File: config.mk
export PLATFORM = sky130hd
export DESIGN_NAME = mbab_bridge
export DESIGN_NICKNAME = d
export VERILOG_FILES = /design/src/include/mbab_pkg.sv /design/src/include/mbab_arb_if.sv /design/src/hdl/mbab_prio.sv /design/src/hdl/mbab_bridge.sv
export VERILOG_INCLUDE_DIRS = /design/src /design/src/include
export SDC_FILE = /design/constraint.sdc
export NUM_CORES = 1
export LEC_CHECK = 0
export BUFFER_PORTS_ARGS = -buffer_cell sky130_fd_sc_hd__buf_2
export CORE_ASPECT_RATIO = 0.6
export CORE_MARGIN = 10
export CORE_UTILIZATION = 45
export DETAILED_ROUTE_END_ITERATION = 16
export PLACE_DENSITY = 0.85
export SYNTH_ARGS = -nofsm -noshare
export SYNTH_HDL_FRONTEND = slang
export SYNTH_SLANG_ARGS = --single-unit
File: constraint.sdc
create_clock -name clk_in -period 6 [get_ports clk_in]
set_input_delay 1.2 -clock clk_in [delete_from_list [all_inputs] [get_ports clk_in]]
set_output_delay 1.2 -clock clk_in [all_outputs]
set_load 0.03 [all_outputs]
File: src/include/mbab_cfg.svh
`ifndef MBAB_CFG_SVH
`define MBAB_CFG_SVH
// Summary of operation
// - program read bus has 22-bit address and 32-bit data
// - data read and data write buses each own 32-bit address and data
// - a 32-bit access completes in one bus cycle, never split
// - fetch, data read and data write may run in the same cycle
// - each attached target arbitrates accesses arriving together
// - priority: data write, program write, data read, program read, fetch
// - bridge folds all buses onto one 16-bit address peripheral bus
// - narrow peripheral frame accepts 16-bit accesses only
// - wide peripheral frame accepts 16-bit and 32-bit accesses
// ==========================================================================
`define MBAB_PA_W      22
`define MBAB_DA_W      32
`define MBAB_D_W       32
`define MBAB_PB_AW     16
`define MBAB_NSRC      5
// peripheral window decode on upper address bits of the 32-bit space
`define MBAB_PF_HI     31
`define MBAB_PF_LO     16
`define MBAB_PF_WIDE   16'h0000
`define MBAB_PF_NARROW 16'h0001
// zero fill for read-only sources and for the idle upper half-word lane
`define MBAB_ZERO_W    32'h0000_0000
`define MBAB_HALF_W    16
`define MBAB_HALF_ZERO 16'h0000
// source indices, index 0 is highest priority
`define MBAB_S_DWR     0
`define MBAB_S_PWR     1
`define MBAB_S_DRD     2
`define MBAB_S_PRD     3
`define MBAB_S_FET     4
`endif

File: src/include/mbab_pkg.sv
package mbab_pkg;
  // one request presented to the peripheral bridge
  typedef struct packed {
    logic        vld;
    logic        wr;
    logic        wide;
    logic [31:0] addr;
    logic [31:0] wdata;
  } mbab_req_type;
  typedef enum logic [1:0] {
    MBAB_IDLE = 2'b01,
    MBAB_BUSY = 2'b10
  } mbab_state_type;
endpackage

File: src/include/mbab_arb_if.sv
`timescale 1ns/1ps
// grant vector between the priority picker and the bridge
interface mbab_arb_if;
  logic [4:0] req;
  logic [4:0] gnt;
  modport pick (input req, output gnt);
  modport user (output req, input gnt);
endinterface

File: src/hdl/mbab_prio.sv
`timescale 1ns/1ps
`include "mbab_cfg.svh"
module mbab_prio (
  // request and grant vectors
  mbab_arb_if.pick arb
);
  import mbab_pkg::*;

  // ==========================================================================
  // fixed priority pick, lowest index wins
  function automatic logic [4:0] mbab_first(input logic [4:0] r);
    logic [4:0] g;
    g = 5'h00;
    for (int i = `MBAB_NSRC - 1; i >= 0; i--) begin
      if (r[i]) begin
        g = 5'h00;
        g[i] = 1'b1;
      end
    end
    return g;
  endfunction
  assign arb.gnt = mbab_first(arb.req);
endmodule

File: src/hdl/mbab_bridge.sv
`timescale 1ns/1ps
`include "mbab_cfg.svh"
module mbab_bridge
  import mbab_pkg::*;
(
  // clock and reset
  input  wire logic                     clk_in,
  input  wire logic                     rst_b_in,
  // program bus: fetch, program read, program write
  input  wire logic                     fetch_req_in,
  input  wire logic                     prd_req_in,
  input  wire logic                     pwr_req_in,
  input  wire logic [`MBAB_PA_W-1:0]    prog_addr_in,
  input  wire logic [`MBAB_D_W-1:0]     prog_wdata_in,
  input  wire logic                     prog_wide_in,
  // data read bus
  input  wire logic                     drd_req_in,
  input  wire logic [`MBAB_DA_W-1:0]    drd_addr_in,
  input  wire logic                     drd_wide_in,
  // data write bus
  input  wire logic                     dwr_req_in,
  input  wire logic [`MBAB_DA_W-1:0]    dwr_addr_in,
  input  wire logic [`MBAB_D_W-1:0]     dwr_wdata_in,
  input  wire logic                     dwr_wide_in,
  // answers to the core
  output logic [`MBAB_NSRC-1:0]         done_out,
  output logic [`MBAB_NSRC-1:0]         stall_out,
  output logic [`MBAB_NSRC-1:0]         err_out,
  output logic [`MBAB_D_W-1:0]          prog_rdata_out,
  output logic [`MBAB_D_W-1:0]          drd_rdata_out,
  // peripheral bus
  output logic                          pb_sel_out,
  output logic                          pb_wr_out,
  output logic                          pb_wide_out,
  output logic                          pb_narrow_frame_out,
  output logic [`MBAB_PB_AW-1:0]        pb_addr_out,
  output logic [`MBAB_D_W-1:0]          pb_wdata_out,
  input  wire logic [`MBAB_D_W-1:0]     pb_rdata_in
);
  import mbab_pkg::*;

  // ==========================================================================
  // state
  // one register image holds every output but stall, so those outputs come straight
  // from flip-flops; done and err reach the core one clock after the grant, read
  // data two clocks after it; requests are not copied in: each requester holds
  // its level until done or err, which is what lets a loser simply stall and be picked up later
  typedef struct packed {
    logic [`MBAB_NSRC-1:0] done;
    logic [`MBAB_NSRC-1:0] err;
    logic [`MBAB_D_W-1:0]  prog_rdata;
    logic [`MBAB_D_W-1:0]  drd_rdata;
    logic                  sel;
    logic                  wr;
    logic                  wide;
    logic                  narrow;
    logic [`MBAB_PB_AW-1:0] addr;
    logic [`MBAB_D_W-1:0]  wdata;
  } mbab_st_type;

  // ==========================================================================
  // limits a user must know
  // - one peripheral transfer per cycle; five frame requests at once take
  //   five cycles and the lowest source waits through all of them
  // - a request still high the cycle after its done is taken again, so the
  //   core must drop it unless it wants a second access
  // - read data is latched only from the bus cycle this block ran; the
  //   peripheral need not hold it any longer
  // - no wait states: every peripheral answers in the cycle it is selected
  // - the peripheral bus is not parked: address and data keep the last
  //   transfer's values while select is low

  mbab_st_type st_q;
  mbab_st_type st_d;
  mbab_req_type req [`MBAB_NSRC];
  logic [`MBAB_NSRC-1:0] rq;
  logic [`MBAB_NSRC-1:0] gnt;
  logic [`MBAB_NSRC-1:0] hit;
  mbab_arb_if arb ();

  // ==========================================================================
  // gather the five sources into one table, indexed by priority
  // program addresses are shorter than the frame map; pad with zeros so every
  // source is decoded against the same 32-bit space
  function automatic logic [`MBAB_DA_W-1:0] mbab_prog_addr(
    input logic [`MBAB_PA_W-1:0] a
  );
    return {{(`MBAB_DA_W - `MBAB_PA_W){1'b0}}, a};
  endfunction

  always_comb begin
    // data write bus, on wires of its own
    req[`MBAB_S_DWR] = '{dwr_req_in, 1'b1, dwr_wide_in, dwr_addr_in, dwr_wdata_in};
    // program write shares the program address with fetch and program read
    req[`MBAB_S_PWR] = '{pwr_req_in, 1'b1, prog_wide_in,
                         mbab_prog_addr(prog_addr_in), prog_wdata_in};
    // reads carry no write data; zero keeps the write lanes quiet
    req[`MBAB_S_DRD] = '{drd_req_in, 1'b0, drd_wide_in, drd_addr_in, `MBAB_ZERO_W};
    // program read takes its width from the program bus
    req[`MBAB_S_PRD] = '{prd_req_in, 1'b0, prog_wide_in,
                         mbab_prog_addr(prog_addr_in), `MBAB_ZERO_W};
    // a fetch is always a full instruction word
    req[`MBAB_S_FET] = '{fetch_req_in, 1'b0, 1'b1,
                         mbab_prog_addr(prog_addr_in), `MBAB_ZERO_W};
  end

  // ==========================================================================
  // only requests that land in a peripheral frame compete here; others pass
  // to their memory unimpeded, so all three buses run in one cycle
  // frame number: the upper half-word of the 32-bit address
  function automatic logic [`MBAB_PF_HI-`MBAB_PF_LO:0] mbab_frame(
    input logic [`MBAB_DA_W-1:0] a
  );
    return a[`MBAB_PF_HI:`MBAB_PF_LO];
  endfunction

  // the narrow frame takes half-words only
  function automatic logic mbab_is_narrow(input logic [`MBAB_DA_W-1:0] a);
    return mbab_frame(a) == `MBAB_PF_NARROW;
  endfunction

  // any other upper half-word belongs to a memory outside the bridge
  function automatic logic mbab_in_pf(input logic [`MBAB_DA_W-1:0] a);
    return (mbab_frame(a) == `MBAB_PF_WIDE) || mbab_is_narrow(a);
  endfunction

  // half-word reads hand back the low lane zero-extended; the upper lane of
  // a narrow peripheral is undefined and must not leak to the core
  function automatic logic [`MBAB_D_W-1:0] mbab_fit_rd(
    input logic                 wide,
    input logic [`MBAB_D_W-1:0] d
  );
    return wide ? d : {`MBAB_HALF_ZERO, d[`MBAB_HALF_W-1:0]};
  endfunction

  always_comb begin
    for (int i = 0; i < `MBAB_NSRC; i++) begin
      hit[i] = req[i].vld && mbab_in_pf(req[i].addr);
      // a request granted one cycle ago has been served; do not reissue
      rq[i]  = hit[i] && !st_q.done[i] && !st_q.err[i];
    end
  end

  // the picker is plain logic, so the grant settles in the same cycle as the
  // requests and the register image acts on it at the next edge
  assign arb.req = rq;
  assign gnt     = arb.gnt;
  mbab_prio u_prio (.arb(arb));

  // losers see stall and must hold their request until done or err; stall is
  // combinational so the core can freeze in the very cycle it loses, and a
  // request outside both frames never stalls here
  assign stall_out = rq & ~gnt;

  // ==========================================================================
  // one transfer per cycle, full 32 bits at once; the picker hands over a
  // one-hot grant, so at most one iteration below fires; a refused wide access
  // to the narrow frame raises err and leaves the peripheral bus idle
  always_comb begin
    st_d      = st_q;
    st_d.done = '0;
    st_d.err  = '0;
    st_d.sel  = 1'b0;
    st_d.wr   = 1'b0;
    for (int i = 0; i < `MBAB_NSRC; i++) begin
      if (gnt[i]) begin
        st_d.narrow = mbab_is_narrow(req[i].addr);
        if (st_d.narrow && req[i].wide) begin
          st_d.err[i] = 1'b1;
        end else begin
          st_d.sel   = 1'b1;
          st_d.wr    = req[i].wr;
          st_d.wide  = req[i].wide;
          st_d.addr  = req[i].addr[`MBAB_PB_AW-1:0];
          st_d.wdata = req[i].wdata;
          st_d.done[i] = 1'b1;
        end
      end
    end
    // read data returns the cycle after the strobe; it is held until the next
    // read on the same bus, so a write in between leaves it alone
    if (st_q.sel && !st_q.wr) begin
      if (st_q.done[`MBAB_S_DRD]) begin
        st_d.drd_rdata = mbab_fit_rd(st_q.wide, pb_rdata_in);
      end
      if (st_q.done[`MBAB_S_PRD] || st_q.done[`MBAB_S_FET]) begin
        st_d.prog_rdata = mbab_fit_rd(st_q.wide, pb_rdata_in);
      end
    end
  end

  // reset clears the image, so no stale done or err can mask a first request
  always_ff @(posedge clk_in or negedge rst_b_in) begin
    if (!rst_b_in) begin
      st_q <= '0;
    end else begin
      st_q <= st_d;
    end
  end

  // ==========================================================================
  // outputs
  // every output but stall is a plain copy of the register image
  assign done_out            = st_q.done;
  assign err_out             = st_q.err;
  assign prog_rdata_out      = st_q.prog_rdata;
  assign drd_rdata_out       = st_q.drd_rdata;
  assign pb_sel_out          = st_q.sel;
  assign pb_wr_out           = st_q.wr;
  assign pb_wide_out         = st_q.wide;
  assign pb_narrow_frame_out = st_q.narrow;
  assign pb_addr_out         = st_q.addr;
  assign pb_wdata_out        = st_q.wdata;
endmodule

## After elaboration in Yosys (flattened, before gate mapping)

Cells that the tools add are included.

| cells by class | value |
|---|---|
| equality and inequality tests | 3 |
| multiply operators | 0 |
| reductions and logical operators | 40 |
| multiplexer cells | 39 |
| bitwise gates (word level) | 2 |
| order comparisons | 0 |
| add/subtract/negate cells | 0 |
| shift-type cells | 0 |
| div/mod/pow operators | 0 |

Operator list:

| cell | number |
|---|---|
| 52-bit 2-to-1 mux | 5 |
| 48-bit 2-to-1 mux | 5 |
| 16-bit logical NOT | 3 |
| 16-bit by 1-bit == test with 1-bit output, second input constant | 2 |
| 32-bit 2-to-1 mux | 1 |
| 5-bit 2-to-1 mux | 5 |
| 1-bit logical AND | 19 |
| 1-bit 2-to-1 mux | 18 |
| 3-bit 2-to-1 mux | 5 |
| 1-bit logical NOT | 11 |
| 6-bit by 1-bit == test with 1-bit output, second input constant | 1 |
| 5-bit bitwise AND | 1 |
| 5-bit NOT | 1 |
| 5-bit nonzero test | 1 |
| 1-bit logical OR | 4 |
| 2-bit AND reduction | 2 |

| storage, ports and cells | value |
|---|---|
| register bits after elaboration | 126 |
| word-level logic and storage cells | 94 |
| input bits | 192 |
| output and inout bits | 131 |
| memories kept | 0 |
| memory bits (read-only) | 0 |
| memory bits (writable) | 0 |
| bits in latches | 0 |

## Logic depth before layout (Yosys ltp)

Gate-level depths: netlist of the first run.

| depth | value |
|---|---|
| depth in word-level cells | 19 |
| depth in mapped cells | 9 |
| mapped depth without buffers | 6 |

## By module

Synthesis of the first run repeated with hierarchy kept, for this count alone.

| second synthesis, totals | value |
|---|---|
| cell total of the unflattened synthesis | 511 |
| area total of the unflattened synthesis | 5677.9 um^2 |

Modules (own cells, without submodules):

| module | cells an instance | sequential area each (um^2) | times used | area an instance (um^2) |
|---|---|---|---|---|
| mbab_bridge | 505 | 3153.0 | 1 | 5620.4 |
| mbab_prio | 6 | 0.0 | 1 | 57.6 |

## Least setup slack after synthesis of the first run

No wires, ideal clock.

| timing path | value |
|---|---|
| kind | input port to output port |
| start | input port drd_addr_in[17] |
| end | output port stall_out[4] |
| data arrival time | 2953 ps |
| slack | 1847 ps |
| buffers on the path | 1 |
| cell stages on the path | 7 |
| required time | 4800 ps |
| cell sequence | nor2_2 or4b_4 or2_0 buf_2 nand2_1 nor2_1 nor3_1 |

| on the way | value |
|---|---|
| cells in the longest elaborated chain, start to end | 10 |
| elaborated cells on any way between the ends | 11 |
| classes of those cells | 1 x eq/ne; 3 x mux; 2 x bitwise; 5 x reduce/logical |

RTL lines:

| item | line | text |
|---|---|---|
| from (decl) | mbab_bridge.sv:18 | `` input wire logic [`MBAB_DA_W-1:0] drd_addr_in, `` |
| 16-bit by 1-bit == test with 1-bit output (no line) or 16-bit logical NOT (tied branches) | - |  |
| 1-bit logical OR (*) | mbab_bridge.sv:124 | `` return (mbab_frame(a) == `MBAB_PF_WIDE) \|\| mbab_is_narrow(a); `` |
| 1-bit logical AND (*) | mbab_bridge.sv:138 | `hit[i] = req[i].vld && mbab_in_pf(req[i].addr);` |
| 1-bit logical AND (*) (2 in a row) | mbab_bridge.sv:140 | `rq[i] = hit[i] && !st_q.done[i] && !st_q.err[i];` |
| 5-bit 2-to-1 mux (*) (3 in a row) | mbab_prio.sv:15 | `if (r[i]) begin` |
| 5-bit NOT (*) | mbab_bridge.sv:153 | `assign stall_out = rq & ~gnt;` |
| 5-bit bitwise AND (*) | mbab_bridge.sv:153 |  |
| to (decl) | mbab_bridge.sv:27 | `` output logic [`MBAB_NSRC-1:0] stall_out, `` |

Every way passes the cells marked *; elsewhere a longest branch is shown, timed or not.

## Final worst setup path of the first run

| timing path | value |
|---|---|
| start | input port prog_addr_in[17] |
| end | output port stall_out[4] |

| on the way | value |
|---|---|
| cells in the longest elaborated chain, start to end | 12 |
| elaborated cells on any way between the ends | 19 |
| classes of those cells | 1 x eq/ne; 5 x mux; 2 x bitwise; 11 x reduce/logical |

RTL lines:

| item | line | text |
|---|---|---|
| from (decl) | mbab_bridge.sv:13 | `` input wire logic [`MBAB_PA_W-1:0] prog_addr_in, `` |
| 16-bit logical NOT (no line) or 6-bit by 1-bit == test with 1-bit output (tied branches) | - |  |
| 1-bit logical OR (*) | mbab_bridge.sv:124 |  |
| 1-bit logical AND | mbab_bridge.sv:138 |  |
| 1-bit logical AND (2 in a row) | mbab_bridge.sv:140 |  |
| 5-bit 2-to-1 mux (5 in a row) | mbab_prio.sv:15 |  |
| 5-bit NOT | mbab_bridge.sv:153 |  |
| 5-bit bitwise AND (*) | mbab_bridge.sv:153 |  |

Marked as above.

==> flow_summary.html, run 1 <==
<table>
<tr><th>Metric</th><th>Value</th></tr>
<tr><th colspan="2">Worst hold path</th></tr>
<tr><td>Worst min-delay path class</td><td>register to register</td></tr>
<tr><td>Endpoint of the worst hold-timing path</td><td>prog_rdata_out[31]</td></tr>
<tr><td>Start point of the worst hold path</td><td>prog_rdata_out[31]</td></tr>
<tr><td>Hold Path Stages</td><td>2</td></tr>
<tr><th colspan="2">Layout</th></tr>
<tr><td>Area growth from synthesis to layout</td><td>38.6%</td></tr>
<tr><td>Count of filler cells inserted in the layout</td><td>1024</td></tr>
<tr><td>Most used cells in the layout excluding fill and tap cells</td><td>sky130_fd_sc_hd__buf_2, sky130_fd_sc_hd__nand2_1, sky130_fd_sc_hd__dfrtp_1</td></tr>
<tr><td>Final non-filler cell area</td><td>8020 sq um</td></tr>
<tr><td>Combined flip-flop and latch cell area</td><td>3150 sq um</td></tr>
<tr><td># nets final</td><td>1097</td></tr>
<tr><td>Fraction of layout cells with a size suffix above 1</td><td>45.8%</td></tr>
<tr><td>Commonest non-fill, non-tap cell in the layout</td><td>sky130_fd_sc_hd__buf_2</td></tr>
<tr><td>Area of combinational cells with multiple inputs</td><td>2440 sq um</td></tr>
<tr><th colspan="2">Placement</th></tr>
<tr><td>Gp weighted congestion</td><td>0.894</td></tr>
<tr><td>Post-placement worst setup slack</td><td>1.87 ns</td></tr>
<tr><td>Port Buffer Count</td><td>321</td></tr>
<tr><td>Placed Instance Area</td><td>7450 sq um</td></tr>
<tr><td>Post-detailed-placement half-perimeter wirelength</td><td>15800 microns</td></tr>
<tr><th colspan="2">Clocking</th></tr>
<tr><td>Insertion delay to the later sink of the worst-skew pair</td><td>0.41 ns</td></tr>
<tr><td>Clock tree from TritonCTS</td><td>yes</td></tr>
<tr><td>CTS root buf</td><td>sky130_fd_sc_hd__clkbuf_16</td></tr>
<tr><td>Longest Clk Path Bufs</td><td>2</td></tr>
<tr><td>Clock slew at the register clock pins of the worst setup and hold paths</td><td>0.06 ns</td></tr>
<tr><td>Number of buffers inserted for hold repair after clock tree synthesis</td><td>0</td></tr>
<tr><td>Clk sink count</td><td>126</td></tr>
<tr><td>Clock buffers created by TritonCTS</td><td>17</td></tr>
<tr><td>Cells resized by post-CTS repair</td><td>0</td></tr>
<tr><td>Level count of the clock H-tree</td><td>4</td></tr>
<tr><td>Number of setup buffers added after CTS</td><td>0</td></tr>
<tr><th colspan="2">Yosys</th></tr>
<tr><td>Post-Syn Nets</td><td>792</td></tr>
<tr><td>Post-synth top flop</td><td>sky130_fd_sc_hd__dfrtp_1</td></tr>
<tr><td>Library cells used by synthesis</td><td>47</td></tr>
<tr><td>Most area-consuming cells after synthesis</td><td>sky130_fd_sc_hd__dfrtp_1, sky130_fd_sc_hd__nand2_1, sky130_fd_sc_hd__mux2_2</td></tr>
<tr><td>Post-Synthesis Cell Area</td><td>5780 sq um</td></tr>
<tr><td>Post-synthesis average cell area</td><td>9.64 sq um</td></tr>
<tr><td>Count of warnings emitted by yosys</td><td>0</td></tr>
<tr><td>Share of async-settable or async-resettable flops after synthesis</td><td>100%</td></tr>
<tr><td>Number of flops mapped to enable cells by yosys</td><td>0</td></tr>
<tr><td>Proportion of netlist area held by the largest area contributor</td><td>54.5%</td></tr>
<tr><td>Leading area contributor after synthesis</td><td>sky130_fd_sc_hd__dfrtp_1</td></tr>
<tr><td>Synth Register Bits</td><td>126</td></tr>
<tr><td>Syn Inst Count</td><td>600</td></tr>
<tr><td>Post-synthesis sequential area ratio</td><td>54.5%</td></tr>
<tr><th colspan="2">Detailed routing</th></tr>
<tr><td>Post-detailed-route DRC marker count</td><td>0</td></tr>
<tr><td>Count of TritonRoute iterations in the first routing pass</td><td>5</td></tr>
<tr><td>Avg Vias per Cell</td><td>5.12</td></tr>
<tr><td>Antenna violation net count after detailed routing</td><td>0</td></tr>
<tr><td>Number of DRC markers after the initial detailed-route iteration</td><td>347</td></tr>
<tr><td>Total number of vias</td><td>5551</td></tr>
<tr><td>Average wire per cell in the routed design</td><td>18.9 microns</td></tr>
<tr><td>Routed wire length</td><td>20500 microns</td></tr>
<tr><th colspan="2">GRT</th></tr>
<tr><td>Global routing's busiest layer</td><td>met2</td></tr>
<tr><td>Wire length of the first global-routing pass</td><td>31700 microns</td></tr>
<tr><td>Total overflow reported by the global router</td><td>0</td></tr>
<tr><td>Antenna violations before repair</td><td>2</td></tr>
<tr><td>Total routing resource utilization after global routing</td><td>22.1%</td></tr>
<tr><td>Met2 demand-to-capacity share in global routing</td><td>38.1%</td></tr>
<tr><td>Met1 demand-to-capacity share in global routing</td><td>25.2%</td></tr>
<tr><td>Largest net degree at the start of global routing</td><td>67</td></tr>
<tr><td>Global routing met3 resource utilization</td><td>8.79%</td></tr>
<tr><td>Via count of the first global-routing pass</td><td>5653</td></tr>
<tr><th colspan="2">Worst setup path</th></tr>
<tr><td>List of cells traversed by the critical path</td><td>buf_2 &gt; nor4_2 &gt; nand3_2 &gt; o21a_1 &gt; nand2_1 &gt; nor2_1 &gt; nor3_1 &gt; buf_2</td></tr>
<tr><td>Crit path top cell by count</td><td>sky130_fd_sc_hd__buf_2</td></tr>
<tr><td>Startpoint type of the worst setup path</td><td>primary input</td></tr>
<tr><td>Kind of capture point of the worst setup path</td><td>primary output</td></tr>
<tr><td>Critical path depth</td><td>8</td></tr>
<tr><td>Worst reg2reg path endpoint</td><td>pb_addr_out[12]</td></tr>
<tr><td>Arrival time of the worst setup path</td><td>2.92 ns</td></tr>
<tr><td>Worst R2R Setup Slack</td><td>3.31 ns</td></tr>
<tr><td>Largest fanout on the critical path</td><td>10</td></tr>
<tr><td>Reg2reg start</td><td>err_out[2]</td></tr>
<tr><td>Slowest cell delay on critical path</td><td>0.46 ns</td></tr>
<tr><td>R2R depth</td><td>6</td></tr>
<tr><td>Largest delay share family, worst path</td><td>simple AND/OR/NAND/NOR gates</td></tr>
<tr><td>Worst Path Class, Setup</td><td>primary input to primary output</td></tr>
<tr><td>Cell at the slowest stage of the critical path</td><td>sky130_fd_sc_hd__nor4_2</td></tr>
<tr><td>Endpoint required time on the critical path</td><td>4.80 ns</td></tr>
<tr><td>Buf/Inv on CP</td><td>2</td></tr>
<tr><th colspan="2">STA</th></tr>
<tr><td>Worst-margin pin slew</td><td>1.26 ns</td></tr>
<tr><td>Final Hold Viols</td><td>0</td></tr>
<tr><td>Max-slew violation count</td><td>0</td></tr>
<tr><td>Worst Skew</td><td>0.0111 ns</td></tr>
<tr><td>Worst Hold Margin</td><td>0.471 ns</td></tr>
<tr><td>Fraction of the cycle the final worst path needs</td><td>68.6%</td></tr>
<tr><td>Setup TNS Final</td><td>0 ns</td></tr>
<tr><td>Achievable clock frequency</td><td>0.243 GHz</td></tr>
<tr><td>Period minus WS final</td><td>4.12 ns</td></tr>
<tr><td>Count of final setup violators</td><td>0</td></tr>
<tr><td>Unrepaired setup endpoints after global routing</td><td>false</td></tr>
<tr><td>Setup WS post-layout</td><td>1.88 ns</td></tr>
<tr><td>Max-slew headroom at the worst pin</td><td>15.7%</td></tr>
<tr><th colspan="2">Pwr</th></tr>
<tr><td>Power density of the placed cells</td><td>324 nW/um^2</td></tr>
<tr><td>Leak</td><td>4.13 nW</td></tr>
<tr><td>Power Total</td><td>2.59 mW</td></tr>
<tr><td>Worst voltage drop across the vdd grid</td><td>0.167 mV</td></tr>
<tr><th colspan="2">Run status</th></tr>
<tr><td>Outcome</td><td>finished clean</td></tr>
<tr><th colspan="2">Die</th></tr>
<tr><td>Cell Rows</td><td>31</td></tr>
<tr><td># IOs</td><td>323</td></tr>
<tr><td>Chip Width</td><td>166 microns</td></tr>
<tr><td>Core area</td><td>12300 sq um</td></tr>
<tr><td>Starting density of the core</td><td>47.0%</td></tr>
<tr><td>Height of the die</td><td>108 microns</td></tr>
<tr><td>Area of the die</td><td>17900 sq um</td></tr>
<tr><th colspan="2">Flow run</th></tr>
<tr><td>Max-cap violations</td><td>0</td></tr>
</table>
==> how the worst max path moves through the flow <==
stage                   end              from
2_1_floorplan  stall_out[4]   drd_addr_in[17]
3_3_place_gp   stall_out[4]  prog_addr_in[17]
3_5_place_dp   stall_out[4]  prog_addr_in[17]
4_1_cts        stall_out[4]  prog_addr_in[17]
5_1_grt        stall_out[4]  prog_addr_in[17]
6_report       stall_out[4]  prog_addr_in[17]
==> cell families after synthesis <==
family | after synthesis | synth area share [%]
multiplexers | 34 | 6.58
flip-flops | 126 | 54.5
other | 1 | 0.0648
buffers and inverters | 43 | 3.68
AO/OA/AOI/OAI | 69 | 8.39
AND/OR/NAND/NOR | 327 | 26.8
==> synthesized netlist by cell type (all sizes together) (2+ instances only) <==
| cell type | count |
|---|---|
| nor3b | 5 |
| a21oi | 5 |
| nor4 | 12 |
| nor3 | 35 |
| mux2 | 32 |
| and3 | 34 |
| nand2 | 156 |
| inv | 4 |
| or2 | 3 |
| buf | 13 |
| dfrtp | 126 |
| clkbuf | 24 |
| nor2 | 45 |
| nor2b | 2 |
| o22ai | 2 |
| nand2b | 2 |
| o21ai | 38 |
| nand3 | 21 |
| or3b | 2 |
| nand4 | 4 |
| nor4b | 2 |
| mux2i | 2 |
| o221a | 16 |
==> area by class of cell <==
type	instances	share of cell area [%]
inverter	4	0.187
timing repair buffer	325	20.4
multi-input combinational	431	30.4
clock buffer	18	5.35
antenna	1	0.0312
tap	165	2.58
sequential	126	39.3
clock inverter	14	1.65
==> routing by layer <==
metal / up-vias / routed length, microns
met4: 2 / 266
met3: 25 / 1730
met5: - / 13
met1: 2617 / 8180
met2: 220 / 10300
li1: 2687 / -
==> power by group <==
| part | internal (mW) | leakage (nW) | switching [mW] |
|---|---|---|---|
| Sequential | 0.949 | 1.43 | 0.0613 |
| Combinational | 0.220 | 2.43 | 0.389 |
| Clock | 0.576 | 0.268 | 0.397 |
==> tightest hold or removal path, cell delays in order, from the launching register on <==
cell                      delay (ns)
sky130_fd_sc_hd__dfrtp_1        0.33
sky130_fd_sc_hd__nand2_1        0.04
sky130_fd_sc_hd__o21ai_0        0.06
==> registers in the layout (all words and copies together) (netlist names) <==
name / flops
done_out: 5
pb_wdata_out: 32
pb_addr_out: 16
pb_narrow_frame_out: 1
pb_wide_out: 1
drd_rdata_out: 32
pb_sel_out: 1
pb_wr_out: 1
prog_rdata_out: 32
err_out: 5
==> through the flow <==
| step | cells | utilization [%] |
|---|---|---|
| after floorplan | 600 | - |
| after global routing | 1083 | 65.2 |
| final | 1084 | 65.2 |
| after detailed placement | 1051 | 60.6 |
| after CTS | 1083 | 65.2 |
| after global placement | 1051 | 60.6 |
Power figures use the tool's default switching activity.
==> run 2: changes to the inputs <==
--- a/config.mk
+++ b/config.mk
@@ -9,9 +9,9 @@
 export BUFFER_PORTS_ARGS = -buffer_cell sky130_fd_sc_hd__buf_2
 export CORE_ASPECT_RATIO = 0.6
 export CORE_MARGIN = 10
-export CORE_UTILIZATION = 45
+export CORE_UTILIZATION = 40
 export DETAILED_ROUTE_END_ITERATION = 16
-export PLACE_DENSITY = 0.85
+export PLACE_DENSITY = 0.8
 export SYNTH_ARGS = -nofsm -noshare
 export SYNTH_HDL_FRONTEND = slang
 export SYNTH_SLANG_ARGS = --single-unit
==> constraint.sdc (replaced) <==
create_clock -name clk_in -period 3.6 [get_ports clk_in]
set_input_delay 0.72 -clock clk_in [delete_from_list [all_inputs] [get_ports clk_in]]
set_output_delay 0.72 -clock clk_in [all_outputs]
set_load 0.03 [all_outputs]
==> run 2 against run 1 <==
Effect of this change:
- worst setup slack got worse by 1.6 ns
- design area rose by 2.4%
- register-to-register slack got worse by 2.1 ns
- clock power rose by 87%
- non-clock buffer count rose by 10
- combinational power rose by 67%
- total power rose by 74%
- highest routed layer is now met4
- critical path depth did not move
- global-route usage fell by 1.1 points
- critical path type unchanged
- die area rose by 11%
- cell count rose by 3.4%
- sequential power rose by 67%
==> flow_summary.html, run 2 (synthesis results as in run 1) <==
<table>
<tr><th>Metric</th><th>Value</th></tr>
<tr><th colspan="2">Layout</th></tr>
<tr><td>Combined flip-flop and latch cell area</td><td>3150 sq um</td></tr>
<tr><td>Commonest non-fill, non-tap cell in the layout</td><td>sky130_fd_sc_hd__buf_2</td></tr>
<tr><td># nets final</td><td>1107</td></tr>
<tr><td>Area growth from synthesis to layout</td><td>41.9%</td></tr>
<tr><td>Fraction of layout cells with a size suffix above 1</td><td>46.3%</td></tr>
<tr><td>Count of filler cells inserted in the layout</td><td>1245</td></tr>
<tr><td>Area of combinational cells with multiple inputs</td><td>2440 sq um</td></tr>
<tr><td>Most used cells in the layout excluding fill and tap cells</td><td>sky130_fd_sc_hd__buf_2, sky130_fd_sc_hd__nand2_1, sky130_fd_sc_hd__dfrtp_1</td></tr>
<tr><th colspan="2">Die</th></tr>
<tr><td>Cell Rows</td><td>33</td></tr>
<tr><td>Core area</td><td>13900 sq um</td></tr>
<tr><td>Area of the die</td><td>19800 sq um</td></tr>
<tr><td>Height of the die</td><td>113 microns</td></tr>
<tr><td>Starting density of the core</td><td>41.6%</td></tr>
<tr><td>Chip Width</td><td>175 microns</td></tr>
<tr><td># IOs</td><td>323</td></tr>
<tr><th colspan="2">Pwr</th></tr>
<tr><td>Power density of the placed cells</td><td>551 nW/um^2</td></tr>
<tr><td>Power Total</td><td>4.53 mW</td></tr>
<tr><td>Worst voltage drop across the vdd grid</td><td>0.351 mV</td></tr>
<tr><td>Leak</td><td>4.22 nW</td></tr>
<tr><th colspan="2">Detailed routing</th></tr>
<tr><td>Post-detailed-route DRC marker count</td><td>0</td></tr>
<tr><td>Number of DRC markers after the initial detailed-route iteration</td><td>444</td></tr>
<tr><td>Avg Vias per Cell</td><td>5.03</td></tr>
<tr><td>Total number of vias</td><td>5640</td></tr>
<tr><td>Antenna violation net count after detailed routing</td><td>0</td></tr>
<tr><td>Routed wire length</td><td>21700 microns</td></tr>
<tr><td>Count of TritonRoute iterations in the first routing pass</td><td>5</td></tr>
<tr><td>Average wire per cell in the routed design</td><td>19.4 microns</td></tr>
<tr><th colspan="2">STA</th></tr>
<tr><td>Max-slew violation count</td><td>0</td></tr>
<tr><td>Final Hold Viols</td><td>0</td></tr>
<tr><td>Worst-margin pin slew</td><td>0.995 ns</td></tr>
<tr><td>Worst Skew</td><td>0.0123 ns</td></tr>
<tr><td>Achievable clock frequency</td><td>0.303 GHz</td></tr>
<tr><td>Period minus WS final</td><td>3.30 ns</td></tr>
<tr><td>Max-slew headroom at the worst pin</td><td>33.4%</td></tr>
<tr><td>Setup TNS Final</td><td>0 ns</td></tr>
<tr><td>Unrepaired setup endpoints after global routing</td><td>false</td></tr>
<tr><td>Fraction of the cycle the final worst path needs</td><td>91.6%</td></tr>
<tr><td>Count of final setup violators</td><td>0</td></tr>
<tr><th colspan="2">Placement</th></tr>
<tr><td>Post-detailed-placement half-perimeter wirelength</td><td>16700 microns</td></tr>
<tr><td>Port Buffer Count</td><td>321</td></tr>
<tr><td>Gp weighted congestion</td><td>0.887</td></tr>
<tr><th colspan="2">GRT</th></tr>
<tr><td>Largest net degree at the start of global routing</td><td>56</td></tr>
<tr><td>Total overflow reported by the global router</td><td>0</td></tr>
<tr><td>Antenna violations before repair</td><td>1</td></tr>
<tr><td>Wire length of the first global-routing pass</td><td>33500 microns</td></tr>
<tr><td>Total routing resource utilization after global routing</td><td>20.9%</td></tr>
<tr><td>Via count of the first global-routing pass</td><td>6007</td></tr>
<tr><th colspan="2">Worst setup path</th></tr>
<tr><td>Worst R2R Setup Slack</td><td>1.19 ns</td></tr>
<tr><td>Kind of capture point of the worst setup path</td><td>primary output</td></tr>
<tr><td>Worst Path Class, Setup</td><td>primary input to primary output</td></tr>
<tr><td>Arrival time of the worst setup path</td><td>2.58 ns</td></tr>
<tr><td>Endpoint required time on the critical path</td><td>2.88 ns</td></tr>
<tr><td>Startpoint type of the worst setup path</td><td>primary input</td></tr>
<tr><td>Largest fanout on the critical path</td><td>6</td></tr>
<tr><th colspan="2">Clocking</th></tr>
<tr><td>Clk sink count</td><td>126</td></tr>
<tr><td>Clock buffers created by TritonCTS</td><td>17</td></tr>
<tr><td>Number of setup buffers added after CTS</td><td>0</td></tr>
<tr><td>Level count of the clock H-tree</td><td>4</td></tr>
<tr><td>Cells resized by post-CTS repair</td><td>0</td></tr>
<tr><td>Clock slew at the register clock pins of the worst setup and hold paths</td><td>0.06 ns</td></tr>
<tr><td>Number of buffers inserted for hold repair after clock tree synthesis</td><td>0</td></tr>
<tr><td>Longest Clk Path Bufs</td><td>2</td></tr>
<tr><td>CTS root buf</td><td>sky130_fd_sc_hd__clkbuf_16</td></tr>
<tr><td>Clock tree from TritonCTS</td><td>yes</td></tr>
<tr><td>Insertion delay to the later sink of the worst-skew pair</td><td>0.40 ns</td></tr>
<tr><th colspan="2">Worst hold path</th></tr>
<tr><td>Worst min-delay path class</td><td>primary input to asynchronous set/reset pin</td></tr>
<tr><th colspan="2">Run status</th></tr>
<tr><td>Outcome</td><td>finished clean</td></tr>
<tr><th colspan="2">Flow run</th></tr>
<tr><td>Max-cap violations</td><td>0</td></tr>
</table>
run 2: cell types whose count changed in the layout (fill, tap and decap cells not counted):
cell and change:
sky130_fd_sc_hd__clkbuf_8 +1, sky130_fd_sc_hd__bufinv_16 +2, sky130_fd_sc_hd__clkinv_4 -2, sky130_fd_sc_hd__clkinv_2 -1, sky130_fd_sc_hd__buf_12 +2, sky130_fd_sc_hd__clkinvlp_4 -2
sky130_fd_sc_hd__inv_6 +1, sky130_fd_sc_hd__inv_8 +1, sky130_fd_sc_hd__buf_4 +8
run 2: layer usage:
| metal | global-route usage (%) | share of wire [%] | vias up |
|---|---|---|---|
| met5 | 0 | 0 | - |
| met4 | 4.95 | 0.94 | 0 |
| met3 | 8.17 | 9.4 | 15 |
| met2 | 35.2 | 48 | 234 |
| met1 | 24.8 | 42 | 2682 |
| li1 | - | - | 2709 |
run 2: area by class of cell:
class                      count  share of cell area (%)
timing repair buffer         335                    21.2
clock buffer                  19                    5.40
sequential                   126                    38.4
tap                          192                    2.93
clock inverter                13                    2.13
multi-input combinational    431                    29.7
inverter                       4                   0.183
antenna                        1                  0.0305
run 2: through the flow:
stage                     setup WS, ns  hold slack [ns]  util, %  cells  instance area [sq um]
final                            0.302            0.363     59.0   1121                   8210
after global routing             0.155            0.391     59.0   1121                   8210
after CTS                        0.293            0.371     59.0   1120                   8200
after detailed placement         0.301            0.466     54.5   1088                   7580
after global placement           0.409            0.457     54.5   1088                   7580
after floorplan                  0.407            0.424        -    600                   5780
run 2: path summary, 6_finish.rpt:
| check | startpoint | end | depth (start not counted) |
|---|---|---|---|
| min reg2reg | drd_rdata_out[17] | drd_rdata_out[17] | 2 |
| min | rst_b_in | prog_rdata_out[24] | 1 |
| min in group clk_in | drd_rdata_out[17] | drd_rdata_out[17] | 2 |
| max | dwr_addr_in[21] | stall_out[4] | 8 |
| max reg2reg | done_out[0] | pb_wdata_out[6] | 7 |
| max in group asynchronous | rst_b_in | pb_wdata_out[31] | 2 |
run 2: worst max-delay path, cell delays in order:
cell                      delay, ns
sky130_fd_sc_hd__buf_2         0.10
sky130_fd_sc_hd__nor4_1        0.44
sky130_fd_sc_hd__nand3_1       0.30
sky130_fd_sc_hd__o21a_1        0.35
sky130_fd_sc_hd__nand2_1       0.14
sky130_fd_sc_hd__nor2_1        0.08
sky130_fd_sc_hd__nor3_1        0.19
sky130_fd_sc_hd__buf_2         0.25
run 2: power by group:
| group | internal (mW) | switching, mW |
|---|---|---|
| Combinational | 0.372 | 0.647 |
| Sequential | 1.58 | 0.107 |
| Clock | 1.13 | 0.690 |
